$ cat src/hdl/scs_consts.svh
/*
 * Constants of the stepper current and standstill control block: register
 * groups, field positions, reset values and bus answer codes.
 * Assumes it is included by bare name from the package and the modules.
 */
`ifndef SCS_CONSTS_SVH
`define SCS_CONSTS_SVH

// ----------------------------------------------------------------------
// Geometry.
// ----------------------------------------------------------------------
`define SCS_AXES        8
`define SCS_ADDR_W      8
`define SCS_DATA_W      32

// ----------------------------------------------------------------------
// Register groups: byte address = group * 0x20 + axis index * 4.
// ----------------------------------------------------------------------
`define SCS_GRP_REDUCE  3'h0
`define SCS_GRP_WIND    3'h1
`define SCS_GRP_BAND    3'h2
`define SCS_GRP_LOOP    3'h3
`define SCS_GRP_STAT    3'h4
`define SCS_GRP_PERR    3'h5

// ----------------------------------------------------------------------
// Status word field positions.
// ----------------------------------------------------------------------
`define SCS_STAT_MOVING 0
`define SCS_STAT_REDUCE 1
`define SCS_STAT_WIND   2
`define SCS_STAT_OVER   3
`define SCS_STAT_CORR   4

// ----------------------------------------------------------------------
// Reset values.
// ----------------------------------------------------------------------
`define SCS_RST_FLAG    1'b0
`define SCS_RST_BAND    32'h0000_0000
`define SCS_RST_WORD    32'h0000_0000

// ----------------------------------------------------------------------
// AXI4-Lite response codes.
// ----------------------------------------------------------------------
`define SCS_RESP_OKAY   2'h0
`define SCS_RESP_SLVERR 2'h2

`endif

$ cat src/hdl/scs_pkg.sv
/*
 * Types shared by the stepper current and standstill control modules.
 * Assumes the constants header is on the include path.
 */
`include "scs_consts.svh"

package scs_pkg;

    // ------------------------------------------------------------------
    // Types.
    // ------------------------------------------------------------------
    typedef logic [`SCS_DATA_W-1:0] scs_word_t;
    typedef logic [`SCS_ADDR_W-1:0] scs_addr_t;

    // Axis activity, Gray coded along idle, move, correction.
    typedef enum logic [1:0] {
        SCS_IDLE = 2'h0,
        SCS_MOVE = 2'h1,
        SCS_CORR = 2'h3
    } scs_axis_e;

endpackage

$ cat src/hdl/scs_axis.sv
/*
 * One axis of current reduce, windings-off and standstill band control.
 * Assumes moveStart and lastStep are one-cycle pulses from the step
 * generator, synchronous to core_clk, and positions in the same units.
 */
`timescale 1ns/1ps
`include "scs_consts.svh"

module scs_axis (
    // Clock and reset.
    input  wire logic               core_clk,
    input  wire logic               rst_b,
    // Motion events.
    input  wire logic               moveStart,
    input  wire logic               lastStep,
    // Settings.
    input  wire logic               reduceEn,
    input  wire logic               windSet,
    input  wire logic               loopEn,
    input  wire scs_pkg::scs_word_t band,
    // Positions.
    input  wire scs_pkg::scs_word_t cmdPos,
    input  wire scs_pkg::scs_word_t encPos,
    // Drive and status outputs.
    output logic                    reduceOut,
    output logic                    windOff,
    output logic                    corrStart,
    output scs_pkg::scs_word_t      corrDist,
    output scs_pkg::scs_word_t      posErr,
    output logic [2:0]              axisStat
);
    import scs_pkg::*;

    // ------------------------------------------------------------------
    // Error magnitude.
    // ------------------------------------------------------------------
    function automatic scs_word_t magnitude(input scs_word_t v);
        magnitude = v[`SCS_DATA_W-1] ? scs_word_t'(~v + 32'h0000_0001) : v;
    endfunction

    scs_axis_e state_reg;
    scs_axis_e state_next;
    logic      reduce_reg;
    logic      wind_reg;
    logic      corr_reg;
    logic      over_reg;
    scs_word_t dist_reg;
    scs_word_t err_reg;
    scs_word_t errNow;
    logic      overNow;
    logic      trigger;
    logic      idleNext;

    // Signed error, compared by magnitude so either sign triggers.
    assign errNow   = cmdPos - encPos;
    assign overNow  = magnitude(errNow) > band;
    // A pending move start wins over a correction in the same cycle.
    assign trigger  = (state_reg == SCS_IDLE) & loopEn & overNow
                      & ~moveStart;
    assign idleNext = (state_next == SCS_IDLE);

    // ------------------------------------------------------------------
    // Activity: busy from the move start until its last step.
    // ------------------------------------------------------------------
    always_comb begin
        state_next = state_reg;
        unique case (state_reg)
            SCS_IDLE: begin
                if (moveStart) begin
                    state_next = SCS_MOVE;
                end else if (trigger) begin
                    state_next = SCS_CORR;
                end
            end
            SCS_MOVE, SCS_CORR: begin
                if (lastStep) begin
                    state_next = SCS_IDLE;
                end
            end
            default: state_next = SCS_IDLE;
        endcase
    end

    // State and drive outputs, updated on the same edge as activity.
    always_ff @(posedge core_clk or negedge rst_b) begin
        if (!rst_b) begin
            state_reg  <= SCS_IDLE;
            reduce_reg <= `SCS_RST_FLAG;
            wind_reg   <= `SCS_RST_FLAG;
            corr_reg   <= `SCS_RST_FLAG;
            over_reg   <= `SCS_RST_FLAG;
        end else begin
            state_reg  <= state_next;
            reduce_reg <= reduceEn & idleNext;
            wind_reg   <= idleNext ? windSet : wind_reg;
            corr_reg   <= trigger;
            over_reg   <= overNow;
        end
    end

    // Correction distance is frozen at the trigger; error is sampled.
    always_ff @(posedge core_clk or negedge rst_b) begin
        if (!rst_b) begin
            dist_reg <= `SCS_RST_WORD;
            err_reg  <= `SCS_RST_WORD;
        end else begin
            dist_reg <= trigger ? errNow : dist_reg;
            err_reg  <= errNow;
        end
    end

    assign reduceOut = reduce_reg;
    assign windOff   = wind_reg;
    assign corrStart = corr_reg;
    assign corrDist  = dist_reg;
    assign posErr    = err_reg;
    assign axisStat  = {state_reg == SCS_CORR, over_reg, state_reg != SCS_IDLE};

endmodule // scs_axis

$ cat src/hdl/scs_ctrl.sv
/*
 * Eight-axis stepper current reduce, windings-off and standstill band
 * controller with an AXI4-Lite register slave.
 * Assumes one core clock, inputs synchronous to it, and a step generator
 * that pulses moveStart and lastStep and steps corrDist on corrStart.
 */
// Implementation choices: the AXI4-Lite slave port and the placing of the registers.
`timescale 1ns/1ps
`include "scs_consts.svh"

module scs_ctrl (
    // Clock and reset.
    input  wire logic                     core_clk,
    input  wire logic                     rst_b,
    // AXI4-Lite write address.
    input  wire logic                     awvalid,
    output logic                          awready,
    input  wire scs_pkg::scs_addr_t       awaddr,
    input  wire logic [2:0]               awprot,
    // AXI4-Lite write data.
    input  wire logic                     wvalid,
    output logic                          wready,
    input  wire scs_pkg::scs_word_t       wdata,
    input  wire logic [3:0]               wstrb,
    // AXI4-Lite write response.
    output logic                          bvalid,
    input  wire logic                     bready,
    output logic [1:0]                    bresp,
    // AXI4-Lite read address.
    input  wire logic                     arvalid,
    output logic                          arready,
    input  wire scs_pkg::scs_addr_t       araddr,
    input  wire logic [2:0]               arprot,
    // AXI4-Lite read data.
    output logic                          rvalid,
    input  wire logic                     rready,
    output scs_pkg::scs_word_t            rdata,
    output logic [1:0]                    rresp,
    // Motion events per axis, bit 0 is axis 1.
    input  wire logic [`SCS_AXES-1:0]     moveStart,
    input  wire logic [`SCS_AXES-1:0]     lastStep,
    // Positions per axis, axis 1 in the low word.
    input  wire logic [8*`SCS_DATA_W-1:0] cmdPos,
    input  wire logic [8*`SCS_DATA_W-1:0] encPos,
    // Drive outputs per axis.
    output logic [`SCS_AXES-1:0]          reduceOut,
    output logic [`SCS_AXES-1:0]          windOff,
    output logic [`SCS_AXES-1:0]          corrStart,
    output logic [8*`SCS_DATA_W-1:0]      corrDist
);
    import scs_pkg::*;

    // ------------------------------------------------------------------
    // Address decode helpers.
    // ------------------------------------------------------------------
    function automatic logic [2:0] groupOf(input scs_addr_t a);
        groupOf = a[7:5];
    endfunction

    function automatic logic [2:0] axisOf(input scs_addr_t a);
        axisOf = a[4:2];
    endfunction

    function automatic logic isMapped(input scs_addr_t a);
        isMapped = (groupOf(a) <= `SCS_GRP_PERR);
    endfunction

    function automatic logic isWritable(input scs_addr_t a);
        isWritable = (groupOf(a) <= `SCS_GRP_LOOP);
    endfunction

    function automatic scs_word_t laneMask(input logic [3:0] s);
        laneMask = {{8{s[3]}}, {8{s[2]}}, {8{s[1]}}, {8{s[0]}}};
    endfunction

    // ------------------------------------------------------------------
    // Storage.
    // ------------------------------------------------------------------
    logic [`SCS_AXES-1:0] reduceEn_reg;
    logic [`SCS_AXES-1:0] windSet_reg;
    logic [`SCS_AXES-1:0] loopEn_reg;
    scs_word_t            band_reg [`SCS_AXES];
    scs_word_t            posErr   [`SCS_AXES];
    logic [2:0]           axisStat [`SCS_AXES];

    logic                 awHeld_reg;
    scs_addr_t            awAddr_reg;
    logic                 wHeld_reg;
    scs_word_t            wData_reg;
    logic [3:0]           wStrb_reg;
    logic                 bvalid_reg;
    logic [1:0]           bresp_reg;
    logic                 rvalid_reg;
    scs_word_t            rdata_reg;
    logic [1:0]           rresp_reg;

    // ------------------------------------------------------------------
    // Write channel decode.
    // ------------------------------------------------------------------
    // Address and data are caught independently and the write happens
    // once both are held, so either may arrive first.
    wire        awTake   = awvalid & awready;
    wire        wTake    = wvalid & wready;
    wire        doWrite  = awHeld_reg & wHeld_reg & ~bvalid_reg;
    wire [2:0]  wrGroup  = groupOf(awAddr_reg);
    wire [2:0]  wrAxis   = axisOf(awAddr_reg);
    wire        wrOk     = isWritable(awAddr_reg);
    wire        anyLane  = |wStrb_reg;
    wire        wrMasked = |(wData_reg & laneMask(wStrb_reg));
    wire        wrFlag   = doWrite & wrOk & anyLane;
    wire        wrReduce = wrFlag & (wrGroup == `SCS_GRP_REDUCE);
    wire        wrWind   = wrFlag & (wrGroup == `SCS_GRP_WIND);
    wire        wrLoop   = wrFlag & (wrGroup == `SCS_GRP_LOOP);
    wire        wrBand   = doWrite & wrOk & (wrGroup == `SCS_GRP_BAND);
    wire [1:0]  wrResp   = wrOk ? `SCS_RESP_OKAY : `SCS_RESP_SLVERR;

    assign awready = ~awHeld_reg & ~bvalid_reg;
    assign wready  = ~wHeld_reg & ~bvalid_reg;
    assign bvalid  = bvalid_reg;
    assign bresp   = bresp_reg;

    // Write address and data holding registers.
    always_ff @(posedge core_clk or negedge rst_b) begin
        if (!rst_b) begin
            awHeld_reg <= 1'b0;
            awAddr_reg <= 8'h00;
            wHeld_reg  <= 1'b0;
            wData_reg  <= `SCS_RST_WORD;
            wStrb_reg  <= 4'h0;
        end else begin
            awHeld_reg <= awTake | (awHeld_reg & ~doWrite);
            awAddr_reg <= awTake ? awaddr : awAddr_reg;
            wHeld_reg  <= wTake | (wHeld_reg & ~doWrite);
            wData_reg  <= wTake ? wdata : wData_reg;
            wStrb_reg  <= wTake ? wstrb : wStrb_reg;
        end
    end

    // Write response, held until the master takes it.
    always_ff @(posedge core_clk or negedge rst_b) begin
        if (!rst_b) begin
            bvalid_reg <= 1'b0;
            bresp_reg  <= `SCS_RESP_OKAY;
        end else if (doWrite) begin
            bvalid_reg <= 1'b1;
            bresp_reg  <= wrResp;
        end else if (bready) begin
            bvalid_reg <= 1'b0;
        end
    end

    // ------------------------------------------------------------------
    // Per-axis settings.
    // ------------------------------------------------------------------
    // Flags store whether the written lanes hold any nonzero bit, so a
    // write of any true value enables and zero disables.
    always_ff @(posedge core_clk or negedge rst_b) begin
        if (!rst_b) begin
            reduceEn_reg <= {`SCS_AXES{`SCS_RST_FLAG}};
            windSet_reg  <= {`SCS_AXES{`SCS_RST_FLAG}};
            loopEn_reg   <= {`SCS_AXES{`SCS_RST_FLAG}};
        end else begin
            if (wrReduce) begin
                reduceEn_reg[wrAxis] <= wrMasked;
            end
            if (wrWind) begin
                windSet_reg[wrAxis] <= wrMasked;
            end
            if (wrLoop) begin
                loopEn_reg[wrAxis] <= wrMasked;
            end
        end
    end

    // Band words merge byte lanes so partial writes keep other bytes.
    always_ff @(posedge core_clk or negedge rst_b) begin
        if (!rst_b) begin
            for (int i = 0; i < `SCS_AXES; i++) begin
                band_reg[i] <= `SCS_RST_BAND;
            end
        end else if (wrBand) begin
            band_reg[wrAxis] <= (band_reg[wrAxis] & ~laneMask(wStrb_reg))
                              | (wData_reg & laneMask(wStrb_reg));
        end
    end

    // ------------------------------------------------------------------
    // Read channel.
    // ------------------------------------------------------------------
    wire        arTake  = arvalid & arready;
    wire [2:0]  rdGroup = groupOf(araddr);
    wire [2:0]  rdAxis  = axisOf(araddr);
    wire        rdOk    = isMapped(araddr);
    wire [2:0]  rdStat  = axisStat[rdAxis];
    wire [31:0] statWord = {27'h0000000, rdStat[2], rdStat[1],
                            windOff[rdAxis], reduceOut[rdAxis], rdStat[0]};
    wire [31:0] flagWord =
        {31'h00000000,
         (rdGroup == `SCS_GRP_REDUCE) ? reduceEn_reg[rdAxis] :
         (rdGroup == `SCS_GRP_WIND)   ? windSet_reg[rdAxis]  :
                                        loopEn_reg[rdAxis]};
    wire [31:0] rdWord =
        ~rdOk                        ? `SCS_RST_WORD      :
        (rdGroup == `SCS_GRP_BAND)   ? band_reg[rdAxis]   :
        (rdGroup == `SCS_GRP_STAT)   ? statWord           :
        (rdGroup == `SCS_GRP_PERR)   ? posErr[rdAxis]     :
                                       flagWord;

    assign arready = ~rvalid_reg;
    assign rvalid  = rvalid_reg;
    assign rdata   = rdata_reg;
    assign rresp   = rresp_reg;

    // Read data is captured at the address handshake and held.
    always_ff @(posedge core_clk or negedge rst_b) begin
        if (!rst_b) begin
            rvalid_reg <= 1'b0;
            rdata_reg  <= `SCS_RST_WORD;
            rresp_reg  <= `SCS_RESP_OKAY;
        end else if (arTake) begin
            rvalid_reg <= 1'b1;
            rdata_reg  <= rdWord;
            rresp_reg  <= rdOk ? `SCS_RESP_OKAY : `SCS_RESP_SLVERR;
        end else if (rready) begin
            rvalid_reg <= 1'b0;
        end
    end

    // ------------------------------------------------------------------
    // Axis controllers.
    // ------------------------------------------------------------------
    // The correction move counts as motion, so a later lastStep ends it
    // and no second correction can start until then.
    for (genvar g = 0; g < `SCS_AXES; g++) begin : gAxis
        scs_axis uAxis (
            .core_clk  (core_clk),
            .rst_b     (rst_b),
            .moveStart (moveStart[g]),
            .lastStep  (lastStep[g]),
            .reduceEn  (reduceEn_reg[g]),
            .windSet   (windSet_reg[g]),
            .loopEn    (loopEn_reg[g]),
            .band      (band_reg[g]),
            .cmdPos    (cmdPos[g*`SCS_DATA_W +: `SCS_DATA_W]),
            .encPos    (encPos[g*`SCS_DATA_W +: `SCS_DATA_W]),
            .reduceOut (reduceOut[g]),
            .windOff   (windOff[g]),
            .corrStart (corrStart[g]),
            .corrDist  (corrDist[g*`SCS_DATA_W +: `SCS_DATA_W]),
            .posErr    (posErr[g]),
            .axisStat  (axisStat[g])
        );
    end

endmodule // scs_ctrl

$ cat config.mk
export PLATFORM = sky130hd
export DESIGN_NAME = scs_ctrl
export DESIGN_NICKNAME = d
export VERILOG_FILES = /design/src/hdl/scs_pkg.sv /design/src/hdl/scs_axis.sv /design/src/hdl/scs_ctrl.sv
export VERILOG_INCLUDE_DIRS = /design/src /design/src/hdl
export SDC_FILE = /design/constraint.sdc
export NUM_CORES = 2
export LEC_CHECK = 0
export BUFFER_PORTS_ARGS = -buffer_cell sky130_fd_sc_hd__buf_4
export CORE_AREA = 2 2 356 358
export DETAILED_ROUTE_END_ITERATION = 12
export DIE_AREA = 0 0 358 360
export PLACE_DENSITY = 0.73
export SYNTH_ARGS = -nofsm -noshare
export SYNTH_HDL_FRONTEND = slang
export SYNTH_SLANG_ARGS = --single-unit
$ cat constraint.sdc
create_clock -name core_clk -period 3.6 [get_ports core_clk]
set_input_delay 0.36 -clock core_clk [delete_from_list [all_inputs] [get_ports core_clk]]
set_output_delay 0.36 -clock core_clk [all_outputs]
set_load 0.005 [all_outputs]
==> Yosys cells after proc, flatten, opt, wreduce, memory -nomap -nowiden <==
Index checks and enable logic that the tools add are counted.
{ "classes": {"n_addsub": 16, "n_lt_le_gt_ge": 16, "n_eq_ne": 23, "n_mux": 82, "bitwise": 76, "n_reduce_logical": 40} }
{ "op_table": {"columns": ["cell", "n"], "rows": [
  ["$mux 32", 19],
  ["$bmux 32 s3", 3],
  ["$not 32->32", 9],
  ["$add 32x1->32 const B", 8],
  ["$bwmux 256", 1],
  ["$gt 32x32->1", 8],
  ["$sub 32x32->32", 8],
  ["$demux 32 s3", 1],
  ["$and 32x32->32", 2],
  ["$mux 2", 26],
  ["$and 1x1->1", 47],
  ["$logic_not 2->1", 16],
  ["$or 32x32->32", 1],
  ["$pmux 2 s2", 8],
  ["$reduce_or 32->1", 1],
  ["$bwmux 8", 3],
  ["$reduce_bool 2->1", 10],
  ["$eq 2x1->1 const B", 8],
  ["$eq 2x2->1 const B", 8],
  ["$reduce_or 2->1", 8],
  ["$bmux 1 s3", 5],
  ["$not 1->1", 13],
  ["$mux 1", 12],
  ["$bmux 3 s3", 1],
  ["other kinds (16)", 27]
]} }
{ "word_totals": {"register_bits": 924, "in_bits": 593, "out_inout_bits": 321, "wordCells": 330} }

==> Depth between registers and ports, before layout <==
{ "logic_depth": {"word_depth": 12, "ltp_mapped": 29} }

==> Hierarchy <==
From an unflattened synthesis, not the netlist that was laid out.
{ "hier_totals": {"hier_cells": 6457, "hier_area_um2": 65729.3} }
{ "by_module_without_submodules": {"columns": ["module", "instances", "cells_each", "area_each_um2", "seq_area_each_um2"], "rows": [
  ["scs_axis at gAxis[0].uAxis ...", 7, 634, 5711.7, 1751.7],
  ["scs_ctrl", 1, 1389, 20090.5, 9008.6],
  ["scs_axis at gAxis[2].uAxis", 1, 630, 5656.7, 1751.7]
]} }

==> Least setup slack after synthesis <==
Ideal clock, no wire load.
{ "synth_path": {"path_kind": "input -> register", "from": "in cmdPos[0]", "to": "reg gAxis[0].uAxis.dist_reg[10]", "setup_ps": 125, "arrival_ps": 6290, "path_slack_ps": -2815, "stages": 27, "path_cell_list": "inv_1 -> ha_1 -> inv_1 -> fa_1 -> a211oi_1 -> o21ai_1 -> a21o_1 -> buf_2 -> xor2_2 -> or3_1 -> or4b_1 -> or4_4 -> and2_1 -> xor2_1 -> ha_1 -> a21o_1 -> a21o_1 -> a21o_1 -> a221o_1 -> a21oi_1 -> a21boi_0 -> o21a_1 -> nor4_1 -> and4b_1 -> clkbuf_1 -> buf_1 -> mux2_2"} }
{ "synth_between": {"elab_chain_cells": 7} }
{ "synth_lines": {"columns": ["element", "line_no", "text"], "rows": [
  ["from (decl)", "scs_ctrl.sv:43", "input wire logic [8*`SCS_DATA_W-1:0] cmdPos,"],
  ["$sub 32x32->32 *", "scs_axis.sv:55", "assign errNow = cmdPos - encPos;"],
  ["named net gAxis[0].uAxis.errNow[8]", "scs_axis.sv:49", "scs_word_t errNow;"],
  ["$not 32->32", "scs_axis.sv:38", "magnitude = v[`SCS_DATA_W-1] ? scs_word_t'(~v + 32'h0000_0001) : v;"],
  ["$add 32x1->32", "scs_axis.sv:38", null],
  ["$mux 32 *", "scs_axis.sv:38", null],
  ["$gt 32x32->1 *", "scs_axis.sv:56", "assign overNow = magnitude(errNow) > band;"],
  ["$and 1x1->1 *", "scs_axis.sv:58", "assign trigger = (state_reg == SCS_IDLE) & loopEn & overNow"],
  ["$and 1x1->1 *", "scs_axis.sv:59", "& ~moveStart;"],
  ["to (signal assigned)", "scs_axis.sv:104", "dist_reg <= `SCS_RST_WORD;"],
  ["to (signal assigned)", "scs_axis.sv:107", "dist_reg <= trigger ? errNow : dist_reg;"],
  ["to (decl)", "scs_axis.sv:47", "scs_word_t dist_reg;"]
]} }
The timed path passes the listed nets; every way through them passes the cells marked *.
A chain may end at the register's enable or synchronous reset.

==> Final worst setup path <==
{ "layout_path": {"from": "in cmdPos[32]", "to": "reg gAxis[1].uAxis.dist_reg[31]"} }
{ "layout_between": {"elab_chain_cells": 7} }
{ "layout_lines": {"columns": ["element", "line_no", "text"], "rows": [
  ["$sub 32x32->32 *", "scs_axis.sv:55", null],
  ["$not 32->32", "scs_axis.sv:38", null],
  ["$add 32x1->32", "scs_axis.sv:38", null],
  ["$mux 32 *", "scs_axis.sv:38", null],
  ["$gt 32x32->1 *", "scs_axis.sv:56", null],
  ["named net gAxis[1].uAxis.overNow", "scs_axis.sv:50", "logic overNow;"],
  ["$and 1x1->1 *", "scs_axis.sv:58", null],
  ["$and 1x1->1 *", "scs_axis.sv:59", null],
  ["to (signal assigned)", "scs_axis.sv:104", null],
  ["to (signal assigned)", "scs_axis.sv:107", null],
  ["to (decl)", "scs_axis.sv:47", null]
]} }
Marked as above.

==> qor.yml <==
clock_latency_ps: 720
dieWidth_um: 358
p_sw_share_pct: 41.0
synth_edf_count: 0
end_kind: "flip-flop"
ctsHtreeMaxLevel: 3
grt_pass1_wl_mm: 426
status: "finished, violations left"
drive_gt1_share_pct: 44.7
avgSynthCellArea_um2: 9.96
ys_warn_count: 0
grt_use_total_pct: 44.6
powerDensity_nw_per_um2: 599
cts_buffers: 104
area_delta_synth_final_pct: 46.2
ir_drop_v: 0.000513
synthTopCellsByCount: "dfrtp_1, inv_1, mux2_2, ha_1, a21oi_1"
yosysSeqAreaShare_pct: 35.4
nNetsFinal: 10100
min_period_ps: 5880
top_layer_used: "met5"
rsz0062_at_grt: "yes"
hold-path-endpoint: "gAxis[2].uAxis.posErr[1]"
pin_count: 914
via_per_inst: 6.18
setup_violations: 304
drc: 2
switchingPower_uw: 23400
synth_most_common_cell: "dfrtp_1"
ys_ff_latch: 920
synth_top_cell_by_area: "dfrtp_1"
finalHoldViolations: 0
synth.top_cell.area_share_pct: 35.4
grt_max_degree: 104
drv_slew: 0
cts_tree: "yes"
p_int_uw: 33600
worst_pin_slew_ps: 1240
critPathKind: "in -> reg"
worstHoldPathType: "in -> reg"
cp.arrival_ps: 6480
cap_violations: 0
rows: 130
place_congestion: 1.07
synth_cell_type_count: 106
skew_ps: 41.6
fin_tns_setup_ps: -549660
die_y_um: 360
worstHoldPathCells: 2
synthFlopType: "dfrtp_1"
cts_num_sinks: 920
path_max_fanout: 8
drt_pass1_iterations: 10
total_power_uw: 57000
clk_pin_slew_ps: 60
m1WireLength_mm: 113
async_flop_share_pct: 100
crit_path_top_delay_cell: "or4_4"
finalWorstSetupSlack_ps: -2280
gr-total-overflow: 0
r2r_slack_ps: 50
hpwlAfterDp_mm: 230
wl_met2_mm: 132
dieArea_um2: 129000
r2r-start: "band_reg[33]"
seq_power_share_pct: 30.0
num_vias: 66500
wirelength_mm: 300
cp.required_ps: 4200
stdcell_count: 10800
violations: "design-rule violations, negative setup slack"
synth_area_leaders: "dfrtp_1, mux2_2, ha_1"
start_util_pct: 52.0
slowest_delay_ps: 650
drt_iter0_markers: 7713
cpLargestDelayFamily: "simple AND/OR/NAND/NOR gates"
p_leak_uw: 0.0462
synthCells: 6525
cts_buffer_depth: 3
syn_area_um2: 65000
worstHoldStart: "cmdPos[65]"
reg2reg_depth: 15
slew_headroom_pct: 17.5
maxClockFrequency_mhz: 170
grt_pass1_vias: 65600
path_buf_inv: 6
worstReg2RegEnd: "gAxis[6].uAxis.corrDist[20]"
port_buffers: 901
dpl.cell_count: 10300
combPwrFrac_pct: 50.2
fp.coreArea_um2: 125000
ant_nets: 0
root_buffer: "clkbuf_16"
finalCritPeriodShare_pct: 163
antenna_found_initial: 27
p_clk_share_pct: 19.8
worst_setup_path_start_kind: "input port"
route.met3.wl_mm: 34.3
wire_per_inst_um: 27.8
[area by class of cell]
class / instances / area, um2
well taps: 1650 / 2060
clock buffers: 134 / 2950
diodes: 13 / 32.5
multi-input cells: 4670 / 42300
clock inverters: 57 / 624
repair buffers: 2664 / 21500
inverters: 651 / 2570
fillers: 8354 / 29900
flip-flops and latches: 920 / 23000
[worst reg2reg max path: stages, from the launching register on]
cell	delay [ps]
dfrtp_1	430
inv_1	330
ha_1	320
nor2b_1	140
o21a_1	170
o21a_1	170
o21a_1	160
o21a_1	180
o211ai_1	190
o211a_1	210
a21oi_2	50
buf_12	150
nand4b_1	100
buf_6	200
buf_12	220
mux2_2	400
[cell families (layout without fill, tap and decap cells)]
logic type	after synthesis	in the layout	synth area share (%)
multiplexers	810	810	16.3
buffers and inverters	936	3506	5.59
other	1	15	0.00577
flip-flops	920	920	35.4
AND/OR/NAND/NOR	1396	1396	11.1
AO/OA/AOI/OAI	1531	1531	15.9
XOR/XNOR	411	411	5.55
adder cells (fa/ha/maj)	520	520	10.1
[stage by stage]
| step | setup slack [ps] | utilization, % | instance area [um2] | hold WS (ps) |
|---|---|---|---|---|
| after floorplan | -2500 | - | 67000 | 64.4 |
| final | -2280 | 76.1 | 95000 | 33.4 |
| after CTS | -2050 | 74.4 | 93000 | 13.2 |
| after detailed placement | -2940 | 69.2 | 86400 | 429 |
| after global routing | -2350 | 76.1 | 95000 | 27.2 |
| after global placement | -2840 | 69.2 | 86400 | 419 |
[worst max-delay path by stage]
stage / slack (ps) / cells past startpoint / startpoint / end
after floorplan: -2500 / 27 / cmdPos[0] / gAxis[0].uAxis.corrDist[10]
after global placement: -2840 / 30 / cmdPos[32] / gAxis[1].uAxis.corrDist[23]
after detailed placement: -2940 / 29 / cmdPos[32] / gAxis[1].uAxis.corrDist[10]
after CTS: -2050 / 27 / cmdPos[32] / gAxis[1].uAxis.corrDist[14]
after global routing: -2350 / 28 / cmdPos[32] / gAxis[1].uAxis.corrDist[28]
final: -2280 / 28 / cmdPos[32] / gAxis[1].uAxis.corrDist[31]
[power groups by stage]
stage / clock network [uW] / logic, uW / registers, uW
floorplan: 0 / 13800 / 15000
global placement: 0 / 25100 / 16800
detailed placement: 0 / 25600 / 16800
CTS: 11200 / 26800 / 16700
global route: 11700 / 30100 / 17100
finish: 11300 / 28600 / 17100
[cell usage in the layout, fill, tap and decap left out, types with 79 or more instances in the layout]
cell / netlist / final
clkbuf_16: 0 / 112
nand2_1: 340 / 315
mux2_2: 590 / 420
xor2_1: 164 / 147
mux4_2: 142 / 142
nor2_1: 310 / 283
nor3_1: 104 / 79
dfrtp_1: 920 / 920
o21ai_0: 226 / 180
inv_1: 649 / 616
nand4_1: 127 / 127
buf_4: 26 / 2464
o21a_1: 86 / 85
ha_1: 512 / 477
a22oi_1: 135 / 133
mux2_4: 0 / 170
a21oi_1: 353 / 306
a21o_1: 221 / 219
xnor2_1: 246 / 217
[timing repair]
item / 4_1_cts / 5_1_grt
gates resized for setup: 266 / 321
setup buffers: 87 / 86
hold buffers: 55 / 0
endpoints found under the hold margin: 104 / 0
pin swaps: 139 / 202
endpoints found under the setup margin: 304 / 304
gates cloned: 21 / 7
[layer usage]
metal / GRT usage [%] / vias to the layer above
li1: - / 28700
met1: 56.6 / 32900
met2: 67.6 / 3833
met3: 13.7 / 947
met4: 24.3 / 16
met5: 0 / -
(Power assumes the default switching activity.)
